==> src/hdl/spa_pkg.sv <==
// Package: constants and types shared by both ends of the storage port adapter
package spa_pkg;

  // ************************************************************
  // Timing
  // ************************************************************
  localparam int CLK_PERIOD_NS = 20;
  localparam int RESP_DELAY_NS = 150;
  // Approximate delay, rounded down to whole cycles, never below one
  localparam int RESP_DELAY_CYC = (RESP_DELAY_NS / CLK_PERIOD_NS) < 1 ? 1 : (RESP_DELAY_NS / CLK_PERIOD_NS);
  localparam int ACCEPT_LEAD_CYC = 1;
  localparam int RESP_HOLD_CYC = 12;
  localparam int ADV_PULSE_CYC = 10;
  localparam int DATA_HOLD_CYC = 22;
  localparam int CNT_W = 6;

  // ************************************************************
  // Widths and reset values
  // ************************************************************
  localparam int DATA_W = 72;
  localparam int ADDR_W = 24;
  localparam int SUBCH_N = 4;
  localparam int CHK_W = 4;
  localparam int FIFO_DEPTH = 32;
  localparam logic [CNT_W-1:0] CNT_RST = 6'h00;

  // ************************************************************
  // Check indication bit positions
  // ************************************************************
  localparam int CHK_ADDR = 0;
  localparam int CHK_INVALID = 1;
  localparam int CHK_DATA = 2;
  localparam int CHK_PROT = 3;

  typedef enum logic [2:0] {
    SPA_CH_IDLE = 3'b000,
    SPA_CH_REQ = 3'b001,
    SPA_CH_WAIT = 3'b010,
    SPA_CH_DONE = 3'b011
  } spa_ch_state_t;

  typedef enum logic [2:0] {
    SPA_SE_IDLE = 3'b000,
    SPA_SE_ACCEPT = 3'b001,
    SPA_SE_RESP = 3'b010,
    SPA_SE_ADV = 3'b011,
    SPA_SE_HOLD = 3'b100
  } spa_se_state_t;

endpackage : spa_pkg

==> src/hdl/spa_link_if.sv <==
// Interface: storage-side lines between channel and storage control element
`timescale 1ns/1ns
interface spa_link_if;
  import spa_pkg::*;
  logic storage_request;
  logic store;
  logic address_valid;
  logic [ADDR_W-1:0] storage_addr;
  logic [DATA_W-1:0] storage_bus_out;
  logic [DATA_W-1:0] storage_bus_in;
  logic subchannel_in_operation;
  logic accept;
  logic storage_response;
  logic advance_pulse;
  logic [CHK_W-1:0] storage_check;

  modport channel (
    output storage_request, store, address_valid, storage_addr, storage_bus_in,
    output subchannel_in_operation,
    input accept, storage_response, advance_pulse, storage_bus_out, storage_check
  );
  modport sce (
    input storage_request, store, address_valid, storage_addr, storage_bus_in,
    input subchannel_in_operation,
    output accept, storage_response, advance_pulse, storage_bus_out, storage_check
  );
endinterface : spa_link_if

==> src/hdl/spa_fifo.sv <==
// FIFO: parameterised width and depth, valid/ready on both sides
`timescale 1ns/1ns
module spa_fifo #(
  parameter int WIDTH = 72,
  parameter int DEPTH = 32
) (
  input wire logic clk,
  input wire logic sys_rst,
  input wire logic in_valid,
  output logic in_ready,
  input wire logic [WIDTH-1:0] in_data,
  output logic out_valid,
  input wire logic out_ready,
  output logic [WIDTH-1:0] out_data
);
  localparam int AW = $clog2(DEPTH);
  logic [WIDTH-1:0] mem [DEPTH];
  logic [AW-1:0] wr_q;
  logic [AW-1:0] rd_q;
  logic [AW:0] cnt_q;
  logic push;
  logic pop;

  assign in_ready = (cnt_q != (AW+1)'(DEPTH));
  assign out_valid = (cnt_q != '0);
  assign out_data = mem[rd_q];
  assign push = in_valid && in_ready;
  assign pop = out_valid && out_ready;

  always_ff @(posedge clk) begin
    if (push) begin
      mem[wr_q] <= in_data;
    end
  end

  always_ff @(posedge clk or posedge sys_rst) begin
    if (sys_rst) begin
      wr_q <= '0;
      rd_q <= '0;
      cnt_q <= '0;
    end else begin
      if (push) begin
        wr_q <= (wr_q == AW'(DEPTH-1)) ? '0 : wr_q + 1'b1;
      end
      if (pop) begin
        rd_q <= (rd_q == AW'(DEPTH-1)) ? '0 : rd_q + 1'b1;
      end
      cnt_q <= cnt_q + (AW+1)'(push) - (AW+1)'(pop);
    end
  end
endmodule : spa_fifo

==> src/hdl/spa_channel_end.sv <==
// Channel end: storage port adapter logic on the multiplexer channel side
`timescale 1ns/1ns
module spa_channel_end
  import spa_pkg::*;
#(
  parameter int SUBCH = SUBCH_N
) (
  input wire logic clk,
  input wire logic sys_rst,
  spa_link_if.channel link,
  // Subchannel tracking
  input wire logic [SUBCH-1:0] sel_start,
  input wire logic [SUBCH-1:0] int_accepted,
  output logic [SUBCH-1:0] selector_subchannel_busy,
  // Storage request from the channel core
  input wire logic req_valid,
  output logic req_ready,
  input wire logic req_store,
  input wire logic [ADDR_W-1:0] req_addr,
  input wire logic [DATA_W-1:0] req_wdata,
  // Data-request strobe to the channel core
  output logic storage_data_request,
  // Fetched data and checks through the FIFO
  output logic rd_valid,
  input wire logic rd_ready,
  output logic [DATA_W-1:0] rd_data,
  output logic [CHK_W-1:0] rd_check
);
  // ************************************************************
  // State
  // ************************************************************
  typedef struct packed {
    spa_ch_state_t st;
    logic [SUBCH-1:0] busy;
    logic [RESP_DELAY_CYC-1:0] resp_dly;
    logic resp_dly_prev;
    logic dreq;
    logic [2:0] adv_sync;
    logic [1:0] resp_sync;
    logic store;
    logic [ADDR_W-1:0] addr;
    logic [DATA_W-1:0] wdata;
    logic cap_valid;
    logic [DATA_W+CHK_W-1:0] cap;
  } spa_ch_t;

  spa_ch_t s_q;
  spa_ch_t s_d;
  logic adv_rise;
  logic resp_s;
  logic fifo_in_ready;
  logic [DATA_W+CHK_W-1:0] fifo_out;

  // Response and advance arrive from another unit: two flip-flops before use
  assign resp_s = s_q.resp_sync[1];
  assign adv_rise = s_q.adv_sync[1] && !s_q.adv_sync[2];

  always_comb begin
    s_d = s_q;
    s_d.resp_sync = {s_q.resp_sync[0], link.storage_response};
    s_d.adv_sync = {s_q.adv_sync[1:0], link.advance_pulse};
    // Set wins over clear when both land together
    s_d.busy = (s_q.busy & ~int_accepted) | sel_start;
    // Response delay line; strobe fires once per rising delayed response
    s_d.resp_dly = {resp_s, s_q.resp_dly[RESP_DELAY_CYC-1:1]};
    s_d.resp_dly_prev = s_q.resp_dly[0];
    s_d.dreq = s_q.resp_dly[0] && !s_q.resp_dly_prev;
    if (s_q.cap_valid && fifo_in_ready) begin
      s_d.cap_valid = 1'b0;
    end
    case (s_q.st)
      SPA_CH_IDLE: begin
        // Only take a request that req_ready has offered
        if (req_valid && fifo_in_ready) begin
          s_d.st = SPA_CH_REQ;
          s_d.store = req_store;
          s_d.addr = req_addr;
          s_d.wdata = req_wdata;
        end
      end
      SPA_CH_REQ: begin
        // Accept may come before the response; wait for the response to rise
        if (resp_s) begin
          s_d.st = SPA_CH_WAIT;
        end
      end
      SPA_CH_WAIT: begin
        if (adv_rise) begin
          // Data and checks are taken here only, never on the earlier strobe
          s_d.cap = {link.storage_check, link.storage_bus_out};
          s_d.cap_valid = !s_q.store;
          s_d.st = SPA_CH_DONE;
        end
      end
      SPA_CH_DONE: begin
        // Long response, data and check hold is tolerated here
        if (!resp_s && !s_q.cap_valid) begin
          s_d.st = SPA_CH_IDLE;
        end
      end
      default: begin
        s_d.st = SPA_CH_IDLE;
      end
    endcase
  end

  always_ff @(posedge clk or posedge sys_rst) begin
    if (sys_rst) begin
      s_q <= '0;
    end else begin
      s_q <= s_d;
    end
  end

  // ************************************************************
  // Read data buffer
  // ************************************************************
  // The advance pulse cannot be stalled, so a capture waits here and new requests stall
  spa_fifo #(.WIDTH(DATA_W+CHK_W), .DEPTH(FIFO_DEPTH)) u_fifo (
    .clk(clk),
    .sys_rst(sys_rst),
    .in_valid(s_q.cap_valid),
    .in_ready(fifo_in_ready),
    .in_data(s_q.cap),
    .out_valid(rd_valid),
    .out_ready(rd_ready),
    .out_data(fifo_out)
  );
  assign rd_data = fifo_out[DATA_W-1:0];
  assign rd_check = fifo_out[DATA_W+CHK_W-1:DATA_W];

  // ************************************************************
  // Outputs
  // ************************************************************
  // Only the lines listed exist; fault-test, large-core, priority lines absent
  assign link.subchannel_in_operation = |s_q.busy;
  assign link.storage_request = (s_q.st == SPA_CH_REQ);
  assign link.address_valid = (s_q.st == SPA_CH_REQ);
  assign link.store = s_q.store;
  assign link.storage_addr = s_q.addr;
  assign link.storage_bus_in = s_q.wdata;
  assign selector_subchannel_busy = s_q.busy;
  assign storage_data_request = s_q.dreq;
  // Stall new requests while the FIFO has no room for another capture
  assign req_ready = (s_q.st == SPA_CH_IDLE) && fifo_in_ready;
endmodule : spa_channel_end

==> src/flat_wrapper.sv <==
// flat-port wrapper written by rule: the top's interface ports become plain ports
module spa_channel_end_flat import spa_pkg::*;
#(
  parameter int SUBCH = SUBCH_N
)
  (clk, sys_rst, sel_start, int_accepted, selector_subchannel_busy, req_valid, req_ready, req_store, req_addr, req_wdata, storage_data_request, rd_valid, rd_ready, rd_data, rd_check, link_storage_request, link_store, link_address_valid, link_storage_addr, link_storage_bus_in, link_subchannel_in_operation, link_accept, link_storage_response, link_advance_pulse, link_storage_bus_out, link_storage_check);
  spa_link_if link_i ();
  input wire logic clk;
  input wire logic sys_rst;
  input wire logic [SUBCH-1:0] sel_start;
  input wire logic [SUBCH-1:0] int_accepted;
  output logic [SUBCH-1:0] selector_subchannel_busy;
  input wire logic req_valid;
  output logic req_ready;
  input wire logic req_store;
  input wire logic [ADDR_W-1:0] req_addr;
  input wire logic [DATA_W-1:0] req_wdata;
  output logic storage_data_request;
  output logic rd_valid;
  input wire logic rd_ready;
  output logic [DATA_W-1:0] rd_data;
  output logic [CHK_W-1:0] rd_check;
  output wire logic [$bits(link_i.storage_request)-1:0] link_storage_request;
  output wire logic [$bits(link_i.store)-1:0] link_store;
  output wire logic [$bits(link_i.address_valid)-1:0] link_address_valid;
  output wire logic [$bits(link_i.storage_addr)-1:0] link_storage_addr;
  output wire logic [$bits(link_i.storage_bus_in)-1:0] link_storage_bus_in;
  output wire logic [$bits(link_i.subchannel_in_operation)-1:0] link_subchannel_in_operation;
  input wire logic [$bits(link_i.accept)-1:0] link_accept;
  input wire logic [$bits(link_i.storage_response)-1:0] link_storage_response;
  input wire logic [$bits(link_i.advance_pulse)-1:0] link_advance_pulse;
  input wire logic [$bits(link_i.storage_bus_out)-1:0] link_storage_bus_out;
  input wire logic [$bits(link_i.storage_check)-1:0] link_storage_check;
  assign link_storage_request = link_i.storage_request;
  assign link_store = link_i.store;
  assign link_address_valid = link_i.address_valid;
  assign link_storage_addr = link_i.storage_addr;
  assign link_storage_bus_in = link_i.storage_bus_in;
  assign link_subchannel_in_operation = link_i.subchannel_in_operation;
  assign link_i.accept = link_accept;
  assign link_i.storage_response = link_storage_response;
  assign link_i.advance_pulse = link_advance_pulse;
  assign link_i.storage_bus_out = link_storage_bus_out;
  assign link_i.storage_check = link_storage_check;
  spa_channel_end #(.SUBCH(SUBCH)) u_core (.clk(clk), .sys_rst(sys_rst), .link(link_i), .sel_start(sel_start), .int_accepted(int_accepted), .selector_subchannel_busy(selector_subchannel_busy), .req_valid(req_valid), .req_ready(req_ready), .req_store(req_store), .req_addr(req_addr), .req_wdata(req_wdata), .storage_data_request(storage_data_request), .rd_valid(rd_valid), .rd_ready(rd_ready), .rd_data(rd_data), .rd_check(rd_check));
endmodule
==> config.mk <==
export PLATFORM = sky130hd
export DESIGN_NAME = spa_channel_end_flat
export DESIGN_NICKNAME = d
export VERILOG_FILES = /design/src/hdl/spa_pkg.sv /design/src/hdl/spa_link_if.sv /design/src/hdl/spa_fifo.sv /design/src/hdl/spa_channel_end.sv /design/src/flat_wrapper.sv
export SDC_FILE = /design/constraint.sdc
export NUM_CORES = 2
export LEC_CHECK = 0
export ABC_AREA = 1
export BUFFER_PORTS_ARGS = -buffer_cell sky130_fd_sc_hd__buf_4
export CORE_MARGIN = 1.5
export CORE_UTILIZATION = 50
export DETAILED_ROUTE_END_ITERATION = 7
export GPL_TIMING_DRIVEN = 1
export HOLD_SLACK_MARGIN = 0.03
export PLACE_DENSITY_LB_ADDON = 0.08
export SYNTH_ARGS = -nofsm -noshare
export SYNTH_HDL_FRONTEND = slang
export SYNTH_HIERARCHICAL = 1
export SYNTH_SLANG_ARGS = --single-unit
==> constraint.sdc <==
create_clock -name clk -period 18.28 [get_ports clk]
set_input_delay 0 -clock clk [delete_from_list [all_inputs] [get_ports clk]]
set_output_delay 0 -clock clk [all_outputs]
set_load 0.05 [all_outputs]
==> flow_metrics.env <==
export IMPL_core_area_sq_um=227000
export IMPL_clkTransAtPathRegs_ns=0.06
export IMPL_ios=371
export IMPL_layout_common_cells="4042 x nand2_1, 2432 x edfxtp_1, 1969 x inv_1"
export IMPL_relSlewSlack=0.141
export IMPL_cts_root_buffer_cell="clkbuf_16"
export IMPL_grt_overflow_total=0
export IMPL_internal_power_w=0.0129
export IMPL_antenna_left=0
export IMPL_vias=79500
export IMPL_drv_slew=0
export IMPL_finalCritPeriodShare=0.322
export IMPL_fp_row_count=175
export IMPL_fillers=18600
export IMPL_setup_viol=0
export IMPL_die_area_sq_um=231000
export IMPL_wl_per_cell_microns=21.8
export IMPL_globalplace_congestion=0.787
export IMPL_end_kind="output port"
export IMPL_rrSetupSlack_ns=13.23
export IMPL_synth_ff_type="edfxtp_1"
export IMPL_final_area_sq_um=133000
export IMPL_synth_edf_count=2432
export IMPL_yosysWarningCount=6
export IMPL_peakVddDrop_uv=163
export IMPL_worstHoldEndpoint="u_core/u_fifo/rd_q[2]$_DFFE_PP0P_"
export IMPL_cp_max_fo=212
export IMPL_initial_core_util=0.503
export IMPL_critPathKind="reg -> out"
export IMPL_min_period_ns=5.89
export IMPL_dp_cells=14200
export IMPL_synth_top_area_frac=0.639
export IMPL_final_common_cell="nand2_1"
export IMPL_hp_class="in -> reg"
export IMPL_crit_start="u_core/u_fifo/rd_q[0]$_DFFE_PP0P_"
export IMPL_drcViolationCount=0
export IMPL_antenna_found_initial=9
export IMPL_cts_sinks=2642
export IMPL_fin_worst_skew_ns=0.0412
export IMPL_finalSetupTns_ns=0
export IMPL_synth_top_area_cell="edfxtp_1"
export IMPL_leakage_nw=58.3
export IMPL_via_per_inst=5.24
export IMPL_grt_pass1_vias=76700
export IMPL_worstPathRequired_ns=18.28
export IMPL_cp_common_cell="nand2_1"
export IMPL_dieWidth_microns=481
export IMPL_combPwrFrac=0.319
export IMPL_ff2ff_path_depth=9
export IMPL_seq_area_frac_synth=0.685
export IMPL_cts_buffers=299
export IMPL_ys_ff_latch=2642
export IMPL_outcome="completed"
export IMPL_track_usage=0.284
export IMPL_swShare=0.385
export IMPL_grt_pass1_wl_microns=487000
export IMPL_post_cts_buffers=0
export IMPL_maxCapViolCount=0
export IMPL_layout_nets=12200
export IMPL_cts_tree="done"
export IMPL_grt_max_degree=213
export IMPL_rsz0062_at_grt="no"
export IMPL_drtIter0Drc=7519
export IMPL_syn_instance_count=11300
export IMPL_hold_start="rd_ready"
export IMPL_drt_wl_total_microns=331000
export IMPL_worst_pin_slew_ns=1.29
export IMPL_syn_num_nets=11500
export IMPL_drive_gt1_frac=0.0787
export IMPL_area_growth_pct=16.4
export IMPL_final_cells=15200
export IMPL_cts_htree_levels=5
export IMPL_fmax_mhz=170
export IMPL_worst_r2r_endpoint="u_core/u_fifo/mem[17][38]$_DFFE_PP_"
export IMPL_powerDensity_nw_per_um2=158
export IMPL_p_clk_frac=0.275
export IMPL_placed_cell_area_sq_um=119000
export IMPL_synth_area_sq_um=114000
export IMPL_async_flop_share=0.0795
export IMPL_max_stage_delay_ns=0.90
export IMPL_clk_latency_ns=0.93
export IMPL_synth_area_per_cell_sq_um=10.1
export IMPL_startpoint_type="register"
export IMPL_seqPwrFrac=0.406
export IMPL_dieHeight_microns=481
export IMPL_cpMaxStageDelayCell="buf_4"
export IMPL_rr_startpoint="u_core/u_fifo/cnt_q[2]$_DFF_PP0_"
export IMPL_final_hold_violation_count=0
export IMPL_p_sw_w=0.00811
export IMPL_hold_depth=5
export IMPL_yosysUniqueCellTypes=30
export IMPL_p_total_w=0.0210
export IMPL_netlist_top_cells_area="edfxtp_1 64%, nand2_1 13%, nand3_1 6.8%, inv_1 6.5%, dfrtp_1 4.6%"
export IMPL_dp_final_hpwl_microns=158000
export IMPL_drt_pass1_iter_count=6
export IMPL_crit_chain="inv_16 -> buf_4 -> buf_4 -> buf_4 -> nand2_1 -> nand2_1 -> nand2_1 -> nand3_1 -> nand3_1 -> nand2_1 -> nand2_1 -> nand2_1 -> buf_4"
export IMPL_clockBufferDepth=4
export IMPL_arrival_ns=5.89
export IMPL_port_buffers=369
[synth_stat cells (4+ instances only)]
cell type  instances
o21ai_1            5
o21ai_0           82
inv_2              6
inv_1           1971
a21oi_1           51
nand2_1         4042
buf_2            346
nor3_1             6
nor2_1           250
buf_1             50
xor2_1             4
dfrtp_1          210
buf_4            137
ha_1              21
nand3_1         1549
o21bai_1           4
edfxtp_1        2432
clkbuf_1         103
nand4_1            4
buf_6             16
[worst max-delay path, delay by kind of cell (launching register included)]
kind / cells / cell delay (ns)
buffers and inverters: 5 / 3.21
and+or+nand+nor: 8 / 0.77
DFF: 1 / 0.71
[through the flow]
step | setup WS (ns) | hold WS (ns) | utilization
floorplan | 11.63 | -0.0863 | -
global placement | 13.31 | 0.113 | 0.522
detailed placement | 13.31 | 0.111 | 0.522
CTS | 12.32 | 0.0860 | 0.585
global route | 12.08 | 0.209 | 0.585
finish | 12.39 | 0.148 | 0.585
[layout make-up]
type,instances,area [sq um],area share
sequential,2642,78300,0.589
multi-input combinational,6027,25300,0.190
timing repair buffer,998,8790,0.0661
clock buffer,401,8300,0.0624
inverter,1978,7480,0.0563
tap,3009,3760,0.0283
clock inverter,116,1050,0.00793
antenna,7,17.5,0.000132
[cell families after synthesis]
group                      after synthesis  share of synthesized area
DFF                                   2642                      0.685
adders and majority gates               22                    0.00248
buffers and inverters                 2630                     0.0958
xor gates and xnor gates                 5                   0.000383
AOI/OAI and AO/OA                      144                    0.00643
and+or+nand+nor                       5856                      0.210
[metal layers]
layer | GRT usage | routed length [microns]
met1 | 0.386 | 138000
met2 | 0.462 | 155000
met3 | 0.0467 | 25300
met4 | 0.104 | 12200
met5 | 0 | 34
[flip-flops by register name, indices dropped and copies added, names as in the netlist]
name / cells
u_core/u_fifo/rd_q: 5
u_core/u_fifo/wr_q: 5
u_core/link.storage_bus_in: 72
u_core/u_fifo/cnt_q: 6
u_core/s_q: 81
u_core/link.storage_addr: 24
u_core/u_fifo/mem: 2432
u_core/s_d: 10
u_core/resp_s: 1
u_core/selector_subchannel_busy: 4
u_core/link.store: 1
u_core/storage_data_request: 1
[power by group through the flow]
stage / combinational [W] / clock (W) / sequential (W)
floorplan: 0.00460 / 0 / 0.00825
global placement: 0.00647 / 0 / 0.00861
detailed placement: 0.00650 / 0 / 0.00866
CTS: 0.00668 / 0.00588 / 0.00854
global route: 0.00728 / 0.00612 / 0.00865
finish: 0.00672 / 0.00579 / 0.00854
[worst max-delay path by stage]
stage | end | cells past startpoint
floorplan | u_core/u_fifo/mem[7][0]$_DFFE_PP_ | 5
global placement | rd_check[0] | 13
detailed placement | u_core/u_fifo/mem[29][32]$_DFFE_PP_ | 9
CTS | rd_data[52] | 12
global route | rd_data[57] | 13
finish | rd_check[0] | 13
[repair_timing]
| action | 4_1_cts | 5_1_grt |
|---|---|---|
| endpoints found under the hold margin | 309 | 0 |
| resized for setup | 0 | 0 |
| endpoints found under the setup margin | 0 | 0 |
| hold buffers | 492 | 0 |
(Power assumes the default switching activity.)
